### src/dfh_pkg.sv
// Purpose: Shared constants for the flash host bus interface
// Assumes: Device logic runs on core_clk at 100 MHz
// Notes: Bus clock and select are sampled, not used as clocks
package dfh_pkg;
  // ------------------------------------------------------------
  // Command/address field positions
  // ------------------------------------------------------------
  localparam int CA_W = 48;
  localparam int CA_DIR_BIT = 47;
  localparam int CA_SPACE_BIT = 46;
  localparam int CA_BURST_BIT = 45;
  localparam int CA_HP_HI = 44;
  localparam int CA_HP_LO = 16;
  localparam int CA_WORD_HI = 2;
  localparam int CA_WORD_LO = 0;
  localparam int HP_W = CA_HP_HI - CA_HP_LO + 1;
  localparam int WORD_W = CA_WORD_HI - CA_WORD_LO + 1;
  localparam int CA_EDGES = 6;
  // ------------------------------------------------------------
  // Latency configuration
  // ------------------------------------------------------------
  localparam int LAT_HI = 7;
  localparam int LAT_LO = 4;
  localparam logic [3:0] LAT_BASE = 4'h5;
  localparam logic [3:0] LAT_MAX_CODE = 4'hb;
  localparam logic [7:0] LAT_CFG_RESET = 8'hb0;
  // ------------------------------------------------------------
  // Power-on reset output timing
  // ------------------------------------------------------------
  localparam int CLK_MHZ = 100;
  localparam int POR_US = 10;
  localparam int POR_CYCLES = POR_US * CLK_MHZ;
  localparam int POR_CNT_W = 16;
  localparam logic [POR_CNT_W-1:0] POR_TIMEOUT_RESET = 16'h0064;
  // ------------------------------------------------------------
  // Transaction states
  // ------------------------------------------------------------
  typedef enum logic [2:0] {
    DFH_IDLE = 3'b000,
    DFH_CA = 3'b001,
    DFH_LAT = 3'b010,
    DFH_RDATA = 3'b011,
    DFH_WDATA = 3'b100,
    DFH_DONE = 3'b101
  } dfh_state_e;
endpackage : dfh_pkg

### src/dfh_bus_if.sv
// Purpose: Device-side bus interface of a DDR serial NOR flash
// Assumes: Bus clock, strobe clock and select are sampled by core_clk
// Notes: Array, register overlays and ECC live outside this block
`timescale 1ns/1ps
module dfh_bus_if
  import dfh_pkg::*;
#(
  parameter logic [POR_CNT_W-1:0] POR_WAIT = POR_CYCLES[POR_CNT_W-1:0]
) (
  // Clock and reset
  input wire logic core_clk,
  input wire logic rst_n,
  // Flash bus pins
  input wire logic cs_n_pin,
  input wire logic bus_clk_pin,
  input wire logic skew_clock,
  input wire logic skew_clock_n,
  input wire logic [7:0] dq_in,
  output logic [7:0] dq_out,
  output logic dq_oe,
  output logic rwds_out,
  output logic rwds_oe,
  // Sideband pins
  input wire logic hw_reset_n_pin,
  output logic int_out,
  output logic int_oe,
  output logic por_out_n,
  output logic por_oe,
  // Configuration
  input wire logic [7:0] latency_config_reg,
  input wire logic skew_clock_en,
  input wire logic [POR_CNT_W-1:0] por_timeout,
  input wire logic por_busy,
  input wire logic event_pending,
  // Decoded command/address
  output logic ca_valid,
  output logic ca_read,
  output logic ca_space,
  output logic ca_linear,
  output logic [HP_W-1:0] ca_half_page,
  output logic [WORD_W-1:0] ca_word,
  // Command buffer write
  output logic cmd_wr,
  output logic [HP_W-1:0] cmd_half_page,
  output logic [WORD_W-1:0] cmd_word,
  output logic [15:0] cmd_data,
  // Read data source
  input wire logic [15:0] rd_data,
  output logic rd_req,
  // Status
  output logic standby,
  output logic in_reset,
  output logic busy
);
  // ------------------------------------------------------------
  // Pin synchronisers
  // ------------------------------------------------------------
  logic cs_s;
  logic ck_s;
  logic psc_s;
  logic rst_pin_s;
  logic [3:0] sync_in;
  logic [3:0] sync_out;
  // Active-low pins enter inverted so reset state equals their idle level
  assign sync_in = {~hw_reset_n_pin, skew_clock & ~skew_clock_n,
                    bus_clk_pin, ~cs_n_pin};
  genvar gi;
  generate
    for (gi = 0; gi < 4; gi++) begin : g_sync
      dfh_sync u_sync (
        .core_clk(core_clk),
        .rst_n(rst_n),
        .async_in(sync_in[gi]),
        .sync_out(sync_out[gi])
      );
    end
  endgenerate
  assign cs_s = ~sync_out[0];
  assign ck_s = sync_out[1];
  assign psc_s = sync_out[2];
  assign rst_pin_s = ~sync_out[3];

  // ------------------------------------------------------------
  // Edge detection
  // ------------------------------------------------------------
  logic cs_d;
  logic ck_d;
  logic psc_d;
  logic dev_rst;
  assign dev_rst = ~rst_pin_s;
  wire cs_fall = cs_d & ~cs_s;
  wire cs_rise = ~cs_d & cs_s;
  wire ck_rise = ~ck_d & ck_s;
  wire ck_fall = ck_d & ~ck_s;
  wire psc_rise = ~psc_d & psc_s;
  wire psc_fall = psc_d & ~psc_s;
  wire ck_edge = ck_rise | ck_fall;
  // Strobe timebase: skew clock when enabled, bus clock otherwise
  wire strb_edge = skew_clock_en ? (psc_rise | psc_fall) : ck_edge;
  wire strb_rise = skew_clock_en ? psc_rise : ck_rise;

  // ------------------------------------------------------------
  // Transaction state
  // ------------------------------------------------------------
  dfh_state_e state;
  dfh_state_e next_state;
  logic [2:0] edge_cnt;
  logic [CA_W-1:0] ca_shift;
  logic [4:0] lat_cnt;
  logic [7:0] wr_hi;
  logic [15:0] rd_hold;
  logic rd_lo_phase;
  logic ca_done;
  logic [4:0] lat_clocks;
  logic [3:0] lat_code;
  assign lat_code = latency_config_reg[LAT_HI:LAT_LO];
  // Reserved codes clamp to the longest defined latency
  assign lat_clocks = (lat_code > LAT_MAX_CODE) ?
    5'(LAT_MAX_CODE) + 5'(LAT_BASE) : 5'(lat_code) + 5'(LAT_BASE);
  assign ca_done = (state == DFH_CA) && ck_edge &&
                   (edge_cnt == 3'(CA_EDGES - 1));
  wire [CA_W-1:0] ca_full = {ca_shift[CA_W-9:0], dq_in};
  wire lat_done = (lat_cnt == 5'h00);

  always_comb begin
    next_state = state;
    case (state)
      DFH_IDLE: begin
        if (cs_fall && !ck_s) begin
          next_state = DFH_CA;
        end
      end
      DFH_CA: begin
        if (ca_done) begin
          next_state = DFH_LAT;
        end
      end
      DFH_LAT: begin
        // Latency counts rising clocks; writes get no latency wait
        if (!ca_read) begin
          next_state = DFH_WDATA;
        end else if (lat_done) begin
          next_state = DFH_RDATA;
        end
      end
      DFH_RDATA: next_state = DFH_RDATA;
      DFH_WDATA: next_state = DFH_WDATA;
      DFH_DONE: next_state = DFH_DONE;
      default: next_state = DFH_IDLE;
    endcase
    if (state != DFH_IDLE && cs_rise) begin
      next_state = DFH_IDLE;
    end
    if (dev_rst) begin
      next_state = DFH_IDLE;
    end
  end

  always_ff @(posedge core_clk) begin
    if (!rst_n) begin
      state <= DFH_IDLE;
      cs_d <= 1'b1;
      ck_d <= 1'b0;
      psc_d <= 1'b0;
    end else begin
      state <= next_state;
      cs_d <= cs_s;
      ck_d <= ck_s;
      psc_d <= psc_s;
    end
  end

  // ------------------------------------------------------------
  // Command/address capture and field decode
  // ------------------------------------------------------------
  always_ff @(posedge core_clk) begin
    if (!rst_n || dev_rst || state == DFH_IDLE) begin
      edge_cnt <= 3'h0;
      ca_shift <= '0;
    end else if (state == DFH_CA && ck_edge) begin
      edge_cnt <= edge_cnt + 3'h1;
      ca_shift <= ca_full;
    end
  end

  always_ff @(posedge core_clk) begin
    if (!rst_n || dev_rst) begin
      ca_valid <= 1'b0;
      ca_read <= 1'b0;
      ca_space <= 1'b0;
      ca_linear <= 1'b0;
      ca_half_page <= '0;
      ca_word <= '0;
    end else begin
      ca_valid <= ca_done;
      if (ca_done) begin
        ca_read <= ca_full[CA_DIR_BIT];
        ca_space <= ca_full[CA_SPACE_BIT];
        ca_linear <= ca_full[CA_BURST_BIT];
        // Space bit does not enter the address: one flat space
        ca_half_page <= ca_full[CA_HP_HI:CA_HP_LO];
        ca_word <= ca_full[CA_WORD_HI:CA_WORD_LO];
      end
    end
  end

  // ------------------------------------------------------------
  // Latency counter
  // ------------------------------------------------------------
  always_ff @(posedge core_clk) begin
    if (!rst_n || dev_rst || state == DFH_IDLE) begin
      lat_cnt <= 5'h00;
    end else if (ca_done) begin
      lat_cnt <= lat_clocks;
    end else if (state == DFH_LAT && ck_rise && !lat_done) begin
      lat_cnt <= lat_cnt - 5'h01;
    end
  end

  // ------------------------------------------------------------
  // Write data: one word into the command buffer
  // ------------------------------------------------------------
  always_ff @(posedge core_clk) begin
    if (!rst_n || dev_rst) begin
      wr_hi <= 8'h00;
      cmd_wr <= 1'b0;
      cmd_half_page <= '0;
      cmd_word <= '0;
      cmd_data <= 16'h0000;
    end else begin
      cmd_wr <= 1'b0;
      if (state == DFH_WDATA && ck_rise) begin
        wr_hi <= dq_in;
      end
      // Second word and later ignored, burst bit not consulted
      if (state == DFH_WDATA && ck_fall && !cmd_wr && !busy) begin
        cmd_wr <= 1'b1;
        cmd_half_page <= ca_half_page;
        cmd_word <= ca_word;
        cmd_data <= {wr_hi, dq_in};
      end
    end
  end

  // Busy marks the word of this write as already taken
  always_ff @(posedge core_clk) begin
    if (!rst_n || dev_rst || state == DFH_IDLE) begin
      busy <= 1'b0;
    end else if (cmd_wr) begin
      busy <= 1'b1;
    end
  end

  // ------------------------------------------------------------
  // Read data: strobe toggles with each data byte
  // ------------------------------------------------------------
  wire rd_active = (state == DFH_RDATA) && !dev_rst;
  always_ff @(posedge core_clk) begin
    if (!rst_n || dev_rst || !rd_active) begin
      rd_req <= 1'b0;
      rd_hold <= 16'h0000;
      rd_lo_phase <= 1'b0;
      rwds_out <= 1'b0;
      dq_out <= 8'h00;
    end else begin
      rd_req <= 1'b0;
      // A falling edge before the first rising one carries no byte
      if (strb_edge && (strb_rise || rd_lo_phase)) begin
        rwds_out <= strb_rise;
        rd_lo_phase <= strb_rise;
        if (strb_rise) begin
          rd_hold <= rd_data;
          dq_out <= rd_data[15:8];
          rd_req <= 1'b1;
        end else begin
          dq_out <= rd_hold[7:0];
        end
      end
    end
  end

  always_ff @(posedge core_clk) begin
    if (!rst_n || dev_rst) begin
      dq_oe <= 1'b0;
      rwds_oe <= 1'b0;
    end else begin
      dq_oe <= (next_state == DFH_RDATA);
      rwds_oe <= (next_state == DFH_RDATA);
    end
  end

  // ------------------------------------------------------------
  // Sideband outputs
  // ------------------------------------------------------------
  logic [POR_CNT_W-1:0] por_cnt;
  logic por_released;
  always_ff @(posedge core_clk) begin
    if (!rst_n) begin
      por_cnt <= '0;
      por_released <= 1'b0;
      por_out_n <= 1'b0;
      por_oe <= 1'b1;
      standby <= 1'b0;
      int_out <= 1'b0;
      int_oe <= 1'b0;
      in_reset <= 1'b1;
    end else begin
      int_out <= 1'b0;
      int_oe <= event_pending;
      in_reset <= dev_rst;
      if (por_busy) begin
        por_cnt <= '0;
        por_released <= 1'b0;
      end else if (!por_released) begin
        if (por_cnt >= por_timeout || por_cnt >= POR_WAIT) begin
          por_released <= 1'b1;
        end else begin
          por_cnt <= por_cnt + 1'b1;
        end
      end
      por_out_n <= 1'b0;
      por_oe <= !(por_released && !por_busy);
      standby <= por_released && !por_busy && !dev_rst &&
                 (next_state == DFH_IDLE);
    end
  end

  // ------------------------------------------------------------
  // Checks
  // ------------------------------------------------------------
  AST_OE_ONLY_READ: assert property (@(posedge core_clk) disable iff (!rst_n)
    dq_oe |-> $past(state) == DFH_RDATA || state == DFH_RDATA)
    else $error("data driven outside read phase");
  AST_RST_FLOAT: assert property (@(posedge core_clk) disable iff (!rst_n)
    dev_rst |=> !dq_oe && !rwds_oe)
    else $error("bus driven during hardware reset");
  AST_CS_ABORT: assert property (@(posedge core_clk) disable iff (!rst_n)
    (state != DFH_IDLE && cs_rise) |=> state == DFH_IDLE)
    else $error("select release did not end transaction");
  AST_START: assert property (@(posedge core_clk) disable iff (!rst_n)
    (state == DFH_IDLE && cs_fall && !ck_s && !dev_rst) |=> state == DFH_CA)
    else $error("select fall did not start transaction");
  AST_LAT_LOAD: assert property (@(posedge core_clk) disable iff (!rst_n)
    (ca_done && !dev_rst && lat_code == 4'h0) |=> lat_cnt == 5'h05)
    else $error("latency code zero not five clocks");
  AST_ONE_WORD: assert property (@(posedge core_clk) disable iff (!rst_n)
    cmd_wr |=> !cmd_wr)
    else $error("second write word accepted");
  AST_DIR: assert property (@(posedge core_clk) disable iff (!rst_n)
    (ca_done && !dev_rst) |=> ca_read == $past(ca_full[CA_DIR_BIT]))
    else $error("direction bit not decoded");
  AST_POR_LOW: assert property (@(posedge core_clk) disable iff (!rst_n)
    por_busy |=> por_oe && !por_out_n)
    else $error("reset output released during power-on reset");
  AST_INT: assert property (@(posedge core_clk) disable iff (!rst_n)
    event_pending |=> int_oe && !int_out)
    else $error("interrupt not pulled low");
endmodule : dfh_bus_if

### src/dfh_sync.sv
// Purpose: Three-stage synchroniser with agreement filter
// Assumes: Input is asynchronous to core_clk
// Notes: Output changes once stages two and three agree
`timescale 1ns/1ps
module dfh_sync (
  // Clock and reset
  input wire logic core_clk,
  input wire logic rst_n,
  // Signals
  input wire logic async_in,
  output logic sync_out
);
  logic s1;
  logic s2;
  logic s3;
  always_ff @(posedge core_clk) begin
    if (!rst_n) begin
      s1 <= 1'b0;
      s2 <= 1'b0;
      s3 <= 1'b0;
      sync_out <= 1'b0;
    end else begin
      s1 <= async_in;
      s2 <= s1;
      s3 <= s2;
      if (s2 == s3) begin
        sync_out <= s3;
      end
    end
  end
endmodule : dfh_sync
### config.mk
export PLATFORM = sky130hd
export DESIGN_NAME = dfh_bus_if
export DESIGN_NICKNAME = d
export VERILOG_FILES = /design/src/dfh_pkg.sv /design/src/dfh_bus_if.sv /design/src/dfh_sync.sv
export SDC_FILE = /design/constraint.sdc
export NUM_CORES = 1
export LEC_CHECK = 0
export CELL_PAD_IN_SITES_DETAIL_PLACEMENT = 2
export CELL_PAD_IN_SITES_GLOBAL_PLACEMENT = 2
export CORE_ASPECT_RATIO = 1.25
export CORE_MARGIN = 1
export CORE_UTILIZATION = 35
export CTS_BUF_LIST = sky130_fd_sc_hd__clkbuf_8
export CTS_CLUSTER_DIAMETER = 80
export DETAILED_ROUTE_END_ITERATION = 16
export DONT_BUFFER_PORTS = 1
export PLACE_DENSITY = 0.75
export SETUP_SLACK_MARGIN = 0.1
export SKIP_CTS_REPAIR_TIMING = 1
export SLEW_MARGIN = 15
export SYNTH_ARGS = -nofsm -noshare
export SYNTH_HDL_FRONTEND = slang
export SYNTH_HIERARCHICAL = 1
export SYNTH_SLANG_ARGS = --single-unit
### constraint.sdc
create_clock -name core_clk -period 4.05 [get_ports core_clk]
set_input_delay 1.215 -clock core_clk [delete_from_list [all_inputs] [get_ports core_clk]]
set_output_delay 1.215 -clock core_clk [all_outputs]
set_load 0.01 [all_outputs]
# == Yosys cells after proc, flatten, opt, wreduce, memory -nomap -nowiden ==
# Cells that the tools add are included.
# word_totals
input_bits,58
word_cells,141
output_inout_bits,104
ff_bits,204
# classes
eq_ne,11
n_mux,17
order_cmp,3
n_addsub,4
bitwise,22
n_reduce_logical,38
# ops
op,count
$mux W3,6
$pmux W3 S6,1
$add A16 B1 Y16 const B,1
$ge A16 B10 Y1 const B,1
$ge A16 B16 Y1,1
$logic_and A1 B1 Y1,15
$mux W5,3
$not A1 Y1,13
$eq A3 B2 Y1 const B,3
$eq A3 B3 Y1 const B,3
$logic_not A1 Y1,9
$mux W8,1
$and A1 B1 Y1,7
$logic_not A3 Y1,2
$mux W1,6
$add A4 B3 Y5 const B,1
$logic_not A5 Y1,1
$logic_or A1 B1 Y1,5
$sub A5 B1 Y5 const B,1
$eq A1 B1 Y1,4
$gt A4 B4 Y1 const B,1
$reduce_and A2 Y1,2
$reduce_or A2 Y1,2
$add A3 B1 Y3 const B,1
4 further kinds,5

# == Longest topological paths before layout ==
# Gate-level depths: netlist of run 1.
# depth
word_depth,11
depth_mapped,9
mapped_depth_nobuf,8

# == Cells and area by module ==
# The synthesis of run 1 kept the hierarchy.
# modules_own_cells
module,seq_area_each_um2,area_per_inst_um2,cells_each,instances
dfh_bus_if,3763.6,7340.8,886,1
dfh_sync,80.1,116.4,10,4

# == Worst setup path before layout of run 1 ==
# Ideal clock, no wire load.
# synth_timing
kind,input to register
from,input por_timeout[9]
to,register por_cnt[7]
setup_time_ns,0.070
stages,8
n_path_buf,0
path_slack_ns,1.172
t_arrival_ns,2.808
cell_sequence,inv_1 ha_1 a21oi_1 o21ai_0 a211oi_2 o2111ai_2 or4_1 a21oi_1
# synth_via
elab_chain_len,4
# synth_lines
item,line_no,text
from (decl),dfh_bus_if.sv:32,"input wire logic [POR_CNT_W-1:0] por_timeout,"
$ge A16 B16 Y1,dfh_bus_if.sv:315,if (por_cnt >= por_timeout || por_cnt >= POR_WAIT) begin
$logic_or A1 B1 Y1,dfh_bus_if.sv:315,
$not A1 Y1 (no line),n/a,
$reduce_and A2 Y1 (no line),n/a,
to (signal assigned),dfh_bus_if.sv:318,por_cnt <= por_cnt + 1'b1;
to (decl),dfh_bus_if.sv:295,logic [POR_CNT_W-1:0] por_cnt;
# Every way passes these cells.
# A chain may end at the register's enable or synchronous reset.

# == Worst setup path in the final report of run 1 ==
# layout_timing
from,register g_sync[1].u_sync.sync_out
to,register lat_cnt[4]
# layout_via
elab_chain_len,6
word_cells_on_any_way,10
classes_between,mux (1); bitwise (4); reduce/logical (5)
# layout_lines
item,line_no,text
from (decl),dfh_sync.sv:11,output logic sync_out
from (signal assigned),dfh_sync.sv:21,sync_out <= 1'b0;
from (signal assigned),dfh_sync.sv:27,sync_out <= s3;
$not A1 Y1,dfh_bus_if.sv:94,wire ck_fall = ck_d & ~ck_s;
$and A1 B1 Y1,dfh_bus_if.sv:94,
$or A1 B1 Y1,dfh_bus_if.sv:97,wire ck_edge = ck_rise | ck_fall;
$logic_and A1 B1 Y1 (2 in a row),dfh_bus_if.sv:120,assign ca_done = (state == DFH_CA) && ck_edge &&
$mux W5 or $reduce_bool A2 Y1 (tied branches),n/a,
to (signal assigned),dfh_bus_if.sv:214,lat_cnt <= lat_clocks;
to (signal assigned),dfh_bus_if.sv:216,lat_cnt <= lat_cnt - 5'h01;
to (decl),dfh_bus_if.sv:109,logic [4:0] lat_cnt;
# Parallel ways exist; a longest one is shown, timed or not.

==> results.toml, run 1 <==
[sta]
slew_violations = 0
worst_pin_slew_ps = 1010
final.period_utilization_pct = 66.5
rsz0062_at_grt = "false"
finalClockSkew_ps = 16.6
hold_ws_ps = 423
fin_crit_ps = 2690
fmax_mhz = 371
setup_viol = 0
slew_headroom_pct = 32.5
finalHoldViolCount = 0
finalSetupTns_ps = 0
timing.final.ws_setup_ps = 1360

[place]
gp_congestion = 0.740
dp_worst_setup_slack_ps = 908
io_buffers = 0
postPlaceCellArea_um2 = 8010
post-dp-hpwl_um = 13400

[die]
rows = 60
die_y_um = 169
fp.coreArea_um2 = 21700
die_area_um2 = 22900
die_x_um = 136
initial_core_util_pct = 36.0
io_pins = 162

[clock_network]
clock_latency_ps = 530
numClockSinks = 204
tritoncts = "done"
path_clk_slew_ps = 60
clockBufferDepth = 3
htreeDepth = 2
clockRootBuffer = "clkbuf_8"
cts_buffers = 35

[routing]
vias = 6227
dr.first_iter.drc_count = 182
wl_um = 20300
wl_per_cell_um = 16.6
drtPass1Iterations = 4
via_per_inst = 5.11
drcViolationCount = 0
drtAntennaViolNets = 0

[setup_path]
start_kind = "register"
cp_num_buf_inv = 3
crit_path_frequent_cell = "buf_4"
rr_endpoint = "lat_cnt[4]"
path_max_fanout = 46
crit_arrival_ps = 3110
max_stage_delay_ps = 480
r2r_start = "g_sync[1].u_sync/sync_out"
rr_worst_depth = 8
crit_chain = "inv_1, ha_1, nor4b_2, buf_4, and3_2, buf_4, o211ai_1, a21oi_1"
crit_path_end_kind = "register"
crit_cells = 8
cpMaxStageDelayCell = "buf_4"
critPathKind = "register to register"
regToRegSetupSlack_ps = 1360
cp_data_required_time_ps = 4470
critPathTopFamily = "buffers and inverters"

[pwr]
leakagePower_nw = 3.10
swShare_pct = 21.7
intPower_mw = 3.10
p_comb_share_pct = 1.4
power.share.clock_pct = 47.7
switchingPower_mw = 0.860
powerDensity_nw_per_um2 = 454
ir_drop_mv = 0.262
p_seq_share_pct = 50.9

[layout]
drive_gt1_share_pct = 7.98
stdcell_area_um2 = 8720
syn2layout_area_growth_pct = 11.7
nNetsFinal = 1002
fin_util_pct = 40.2
n_antenna_cell = 0
fill_cells = 2463

[yosys]
yosys_register_bits = 204
post_synth.cell_area_avg_um2 = 8.43
seq_area_frac_synth_pct = 52.3
synth_area_um2 = 7810
post_synth_num_cell_types = 46
yosysTopAreaCellShare_pct = 52.3
synth-edff-count = 0
synth_top_cell_by_area = "dfxtp_1"
netlist_top_cells_count = "nand2_1 (268), dfxtp_1 (204), a21oi_1 (142)"
ys_warn_count = 6
postSynthCellCount = 926
ys.flop_type = "dfxtp_1"
yosysMostFrequentCell = "nand2_1"
async_flop_share_pct = 0
synthTopCellsByArea = "dfxtp_1 (52%), nand2_1 (13%), a21oi_1 (9.1%)"

[global_route]
grt_use_total_pct = 18.4
grt_pass1_vias = 6728
antenna_found_initial = 0
overflow = 0
grt_max_degree = 61
grt_pass1_wl_um = 33600

[hold_path]
hold_path_end = "por_oe"
hold_depth = 1
hold_class = "register to register"
hp-start = "por_released"

[run_status]
run_status = "complete, no violations"

[job]
cap_violations = 0
==> per-layer routing <==
metal	GRT usage [%]	wire length (µm)	share of wire, %	vias to the layer above
li1	-	-	-	3029
met1	20.6	8410	41	3028
met2	32.2	9980	49	137
met3	5.54	1430	7.1	33
met4	6.99	469	2.3	0
met5	0	0	0	-
==> power by group through the flow <==
| stage | clock network [mW] | registers, mW | logic, mW |
|---|---|---|---|
| floorplan | 0 | 2.06 | 0.0433 |
| global placement | 0 | 2.06 | 0.0545 |
| detailed placement | 0 | 2.06 | 0.0559 |
| CTS | 1.97 | 2.02 | 0.0562 |
| global route | 2.05 | 2.02 | 0.0620 |
| finish | 1.89 | 2.02 | 0.0539 |
==> worst max-delay path by stage <==
stage | start | endpoint
after detailed placement | por_timeout[2] | por_cnt[7]
after global routing | g_sync[1].u_sync/sync_out | lat_cnt[4]
final | g_sync[1].u_sync/sync_out | lat_cnt[4]
after CTS | g_sync[1].u_sync/sync_out | lat_cnt[4]
after global placement | por_timeout[9] | por_cnt[7]
after floorplan | por_timeout[9] | por_cnt[7]
==> worst reg2reg max path, cell delays in order (launching register included) <==
cell	delay, ps
dfxtp_1	380
inv_1	90
ha_1	350
nor4b_2	220
buf_4	480
and3_2	280
buf_4	410
o211ai_1	190
a21oi_1	190
==> through the flow <==
step	total power, mW	instances
after floorplan	2.10	927
after global placement	2.12	1160
after detailed placement	2.12	1160
after CTS	4.04	1219
after global routing	4.13	1219
final	3.96	1219
==> placed cells by master (no fill, tap or decap), types with 2 or more instances in the layout <==
master,n
a21oi_1,142
nand2_1,267
o31ai_1,3
ha_1,26
o211ai_1,2
o21ai_1,5
nand3b_1,2
clkinv_2,2
nor2b_1,5
a21boi_1,5
mux2i_1,27
nor4_2,2
nand4_1,7
xor2_1,4
buf_4,7
conb_1,2
xnor2_1,5
and2_1,18
or4b_2,2
nor4b_1,2
and2_2,5
clkbuf_8,46
nand2b_1,2
nor3b_1,2
inv_1,42
a211oi_1,14
nor3_1,3
or3_1,6
nor2_1,45
nand3_1,5
o21ai_0,13
dfxtp_1,204
==> kinds of logic after synthesis <==
family / Yosys count / synth area share, %
AND/OR/NAND/NOR: 384 / 21.3
flip-flops: 204 / 52.3
AO/OA/AOI/OAI: 189 / 13.2
buffers and inverters: 86 / 4.49
multiplexers: 27 / 3.46
adder cells (fa/ha/maj): 26 / 4.17
XOR/XNOR: 9 / 1.01
other: 1 / 0.0480
==> registers in the layout, summed over array words and instances, names as in the netlist, 3 cells and up <==
signal and cells:
cmd_data 16, state 3, wr_hi 8, cmd_half_page 29
dq_out 8, g_sync.u_sync/s1 4, g_sync.u_sync/sync_out 4, edge_cnt 3
ca_word 3, rd_hold 8, ca_shift 40, cmd_word 3
g_sync.u_sync/s3 4, por_cnt 16, g_sync.u_sync/s2 4, lat_cnt 5
ca_half_page 29
==> cell type report <==
class                   count  area, µm²  share of cell area (%)
inverters                  32        121                    1.39
flip-flops and latches    204       4080                    46.8
multi-input cells         637       3390                    38.8
clock inverters            13       76.3                   0.875
repair buffers              8       72.6                   0.832
well taps                 279        349                    4.00
clock buffers              46        633                    7.26
Note: power is estimated with default switching activity, not from simulation.
==> inputs of run 2 (changes only) <==
- PLACE_DENSITY: 0.75 -> 0.78
- clock period: 4.05 -> 2.3 ns (I/O delays scaled with it)
==> run 2 against run 1 <==
Flip-flop and latch count stayed put. Final area rose by 4.5%. Sequential power up 76%. Worst setup slack got worse by 1100 ps. Die area stayed put. First-iteration DRC count increased by 6.0%. Non-clock buffer count increased by 20. Critical endpoint is now por_cnt[6].
==> results.toml, run 2 (synthesized netlist as in run 1, its figures left out) <==
[run_status]
run_status = "complete, no violations"

[place]
post-dp-hpwl_um = 14000
dp_worst_setup_slack_ps = -95.1
gp_congestion = 0.764
dp.cells = 1178
io_buffers = 0

[setup_path]
critPathKind = "register to register"
cpMaxStageDelayCell = "dfxtp_4"
r2r_start = "por_cnt[0]"
cp_data_required_time_ps = 2720
crit_end = "por_cnt[6]"
rr_endpoint = "por_cnt[6]"
crit_chain = "inv_1, ha_1, nor2b_1, o21ai_1, a21oi_2, o2111ai_2, buf_4, or3_1, a21oi_1"
start_kind = "register"
crit_cells = 9
worstSetupStartpoint = "por_cnt[0]"
critPathTopFamily = "compound AO/OA/AOI/OAI gates"
cp_num_buf_inv = 2
rr_worst_depth = 9
crit_arrival_ps = 2480
crit_path_end_kind = "register"
regToRegSetupSlack_ps = 240
path_max_fanout = 4
max_stage_delay_ps = 360

[layout]
fill_cells = 2419
layout_commonest_cell = "nand2_1"
final_cell_mix = "nand2_1 (267), dfxtp_1 (198), a21oi_1 (139), clkbuf_8 (46), nor2_1 (45)"
syn2layout_area_growth_pct = 16.8
regArea_um2 = 4090
n_antenna_cell = 0
nNetsFinal = 1022
largest-register = "ca_shift"
reg.largest.list = "ca_shift x40, ca_half_page x29, cmd_half_page x29"
drive_gt1_share_pct = 13.7
final_cells = 1242
multi_input_area_um2 = 3550
largest_register_ff_count = 40

[routing]
via_per_inst = 5.03
wl_per_cell_um = 16.7
dr.first_iter.drc_count = 193
drtAntennaViolNets = 0
wl_um = 20800
vias = 6250
drtPass1Iterations = 4
drcViolationCount = 0

[sta]
fmax_mhz = 486
finalClockSkew_ps = 24.7
slew_headroom_pct = 60.5
finalSetupTns_ps = 0
finalHoldViolCount = 0
rsz0062_at_grt = "true"
slew_violations = 0
hold_ws_ps = 263
setup_viol = 0
worst_pin_slew_ps = 592
fin_crit_ps = 2060
final.period_utilization_pct = 89.4
timing.final.ws_setup_ps = 243

[die]
io_pins = 162
fp.coreArea_um2 = 21700
die_y_um = 169
rows = 60
initial_core_util_pct = 36.0
die_x_um = 136
die_area_um2 = 22900

[pwr]
powerDensity_nw_per_um2 = 771
totalPowerFinal_mw = 7.03
ir_drop_mv = 0.482
leakagePower_nw = 3.21

[clock_network]
clockBufferDepth = 3
clockRootBuffer = "clkbuf_8"
htreeDepth = 2
numClockSinks = 204
cts_buffers = 35
tritoncts = "done"
clock_latency_ps = 520
path_clk_slew_ps = 60

[global_route]
antenna_found_initial = 0
grt_pass1_wl_um = 33900
grt_pass1_vias = 6705
overflow = 0
grt_use_total_pct = 18.5
grt_max_degree = 72

[hold_path]
hold_class = "input pin to register"

[job]
cap_violations = 0
-- run 2: layout make-up --
type	count	area share, %
inverters	32	1.44
multi-input cells	637	38.9
well taps	279	3.83
clock buffers	46	6.94
flip-flops and latches	204	44.9
clock inverters	16	1.10
repair buffers	28	2.89
-- run 2: how the worst min path moves through the flow --
stage	from	slack, ps	to	cells past startpoint
floorplan	por_released	380	por_oe	1
global placement	g_sync[0].u_sync/s1	410	g_sync[0].u_sync/s2	1
CTS	rst_n	230	cs_d	1
finish	rst_n	260	cs_d	1
detailed placement	g_sync[0].u_sync/s1	430	g_sync[0].u_sync/s2	1
global route	rst_n	230	cs_d	1
-- run 2: per-stage QoR --
step	util [%]	cell area (µm²)
floorplan	-	7940
global placement	38.3	8320
detailed placement	38.3	8320
CTS	41.7	9050
global route	42.0	9120
finish	42.0	9120
-- run 2: power breakdown --
group / switching (mW) / internal (mW) / total [mW]
combinational: 0.0687 / 0.0430 / 0.112
sequential: 0.00764 / 3.55 / 3.55
clock: 1.46 / 1.91 / 3.37
-- run 2: per-layer routing --
layer / vias up / global-route usage (%) / share of wire, %
met3: 31 / 4.73 / 5.4
li1: 3072 / - / -
met1: 3028 / 20.0 / 40
met5: - / 0 / 0
met2: 119 / 34.5 / 53
met4: 0 / 5.91 / 1.8
==> inputs of run 3 (changes only) <==
- ABC_AREA: not set -> 1
- CORE_UTILIZATION: 35 -> 34
==> run 3 against run 2 <==
Maximum frequency increased by 0.40%. Die area increased by 3.7%. Clock skew shrank 11 ps. Critical path depth did not move. Worst hold slack lost 7.9 ps. Synthesized cell count increased by 8.6%. Clock-buffer cell count down 2.
==> results.toml, run 3 <==
[setup_path]
crit_arrival_ps = 2450
crit_end = "ca_word[0]"
crit_path_frequent_cell = "nor2_1"
regToRegSetupSlack_ps = 250
crit_chain = "inv_1, ha_1, nor2_1, nand2_2, nor2_4, inv_2, buf_4, nor2_1, nor2_1"
path_max_fanout = 29
rr_worst_depth = 9
critPathKind = "register to register"
r2r_start = "g_sync[1].u_sync/sync_out"
start_kind = "register"
rr_endpoint = "ca_word[0]"
cp_data_required_time_ps = 2700
worstSetupStartpoint = "g_sync[1].u_sync/sync_out"
cpMaxStageDelayCell = "dfxtp_1"
crit_path_end_kind = "register"
cp_num_buf_inv = 3
crit_cells = 9
critPathTopFamily = "simple AND/OR/NAND/NOR gates"
max_stage_delay_ps = 400

[pwr]
leakagePower_nw = 3.58
swShare_pct = 22.5
powerDensity_nw_per_um2 = 789
intPower_mw = 5.43
power.share.clock_pct = 47.5
switchingPower_mw = 1.57
p_seq_share_pct = 50.8
p_comb_share_pct = 1.7
ir_drop_mv = 0.360

[routing]
dr.first_iter.drc_count = 214
dr.max_layer_used = "met4"
wl_per_cell_um = 16.3
drcViolationCount = 0
wirelength_met1_um = 8350
via_per_inst = 4.98
vias = 6571
drtAntennaViolNets = 0
wl_met2_um = 11600
wl_met3_um = 1060
drtPass1Iterations = 4
wl_um = 21500

[yosys]
synth_area_um2 = 7870
yosysTopAreaCellShare_pct = 51.9
post_synth_num_cell_types = 29
yosys_register_bits = 204
yosysMostFrequentCell = "dfxtp_1"
synth-edff-count = 0
ys_warn_count = 6
netlist_top_cells_count = "dfxtp_1 (204), nor2_1 (164), nand2_1 (163)"
async_flop_share_pct = 0
synth_top_cell_by_area = "dfxtp_1"
ys.flop_type = "dfxtp_1"
post_synth.cell_area_avg_um2 = 7.82
synthTopCellsByArea = "dfxtp_1 (52%), nor2_1 (7.8%), nand2_1 (7.8%)"
seq_area_frac_synth_pct = 51.9
postSynthCellCount = 1006

[sta]
final.period_utilization_pct = 89.1
finalClockSkew_ps = 13.4
fmax_mhz = 488
hold_ws_ps = 255
rsz0062_at_grt = "false"
setup_viol = 0
slew_headroom_pct = 66.3
finalHoldViolCount = 0
fin_crit_ps = 2050
worst_pin_slew_ps = 502
slew_violations = 0
finalSetupTns_ps = 0

[die]
io_pins = 162
initial_core_util_pct = 35.1
die_y_um = 172
fp.coreArea_um2 = 22400
die_area_um2 = 23800
die_x_um = 138
rows = 61

[clock_network]
clock_latency_ps = 510
htreeDepth = 2
clockRootBuffer = "clkbuf_8"
cts_buffers = 37
clockBufferDepth = 3
numClockSinks = 204
tritoncts = "done"
path_clk_slew_ps = 60

[layout]
largest-register = "ca_shift"
n_antenna_cell = 0
nNetsFinal = 1098
reg.largest.list = "ca_shift x40, ca_half_page x29, cmd_half_page x29"
syn2layout_area_growth_pct = 12.8
largest_register_ff_count = 40
stdcell_area_um2 = 8870
final_cell_mix = "dfxtp_1 (204), nand2_1 (163), nor2_1 (163), o21ai_0 (109), inv_1 (105)"
layout_commonest_cell = "dfxtp_1"
drive_gt1_share_pct = 7.92
fin_util_pct = 39.5

[global_route]
grt_max_degree = 94
overflow = 0
grt_use_total_pct = 18.4
antenna_found_initial = 0
grt_pass1_wl_um = 35600
grt_pass1_vias = 7069

[place]
post-dp-hpwl_um = 14800
gp_congestion = 0.778
io_buffers = 0
postPlaceCellArea_um2 = 8160

[run_status]
run_status = "complete, no violations"

[hold_path]
hold_class = "input pin to register"

[job]
cap_violations = 0
## run 3: cell types whose count changed in the layout (fill, tap and decap cells not counted), moves of 11 or more
cell and change:
and2_1 -18, inv_1 +73, nor2_1 +118, o21ai_0 +99
ha_1 +11, a211oi_1 -13, mux2i_1 -26, a21oi_1 -45
nand3_1 +30, nand2_1 -104
## run 3: cell families (layout without fill, tap and decap cells)
kind of cell             count (synthesis)  in the layout  share of synthesized area [%]
AO/OA/AOI/OAI                          222            222                           14.7
XOR/XNOR                                12             12                           1.34
adder cells (fa/ha/maj)                 26             26                           4.13
buffers and inverters                  152            181                           7.76
flip-flops                             204            204                           51.9
multiplexers                             1              1                          0.127
other                                    1              2                         0.0477
AND/OR/NAND/NOR                        388            388                           20.0
## run 3: worst min-delay path by stage
stage / startpoint / cells after the start / end
2_1_floorplan: por_released / 1 / por_oe
3_3_place_gp: g_sync[2].u_sync/s1 / 2 / g_sync[2].u_sync/s2
3_5_place_dp: g_sync[1].u_sync/s1 / 2 / g_sync[1].u_sync/s2
4_1_cts: rst_n / 1 / cs_d
5_1_grt: rst_n / 1 / cs_d
6_report: rst_n / 1 / cs_d
## run 3: through the flow
step,total power [mW],setup slack (ps),instances
3_5_place_dp,3.75,119,1258
2_1_floorplan,3.72,368,1007
4_1_cts,7.13,98.3,1319
6_report,7.00,251,1319
5_1_grt,7.31,107,1319
3_3_place_gp,3.75,204,1258
## run 3: cell type report
cell class	count	area, µm²
Timing Repair Buffer	18	160
Fill cell	2607	13600
Clock inverter	17	103
Tap cell	283	354
Multi-Input combinational cell	651	3180
Clock buffer	44	606
Sequential cell	204	4080
Inverter	102	383
## run 3: per-layer routing
metal	global-route usage [%]	up-vias
li1	-	3243
met1	19.2	3155
met2	35.5	131
met3	4.51	42
met4	6.74	0
met5	0	-
## run 3: power groups by stage
stage	logic, mW	registers [mW]	clock network (mW)
6_report	0.118	3.55	3.33
5_1_grt	0.139	3.55	3.62
4_1_cts	0.123	3.55	3.46
3_5_place_dp	0.122	3.63	0
3_3_place_gp	0.116	3.63	0
2_1_floorplan	0.0940	3.63	0
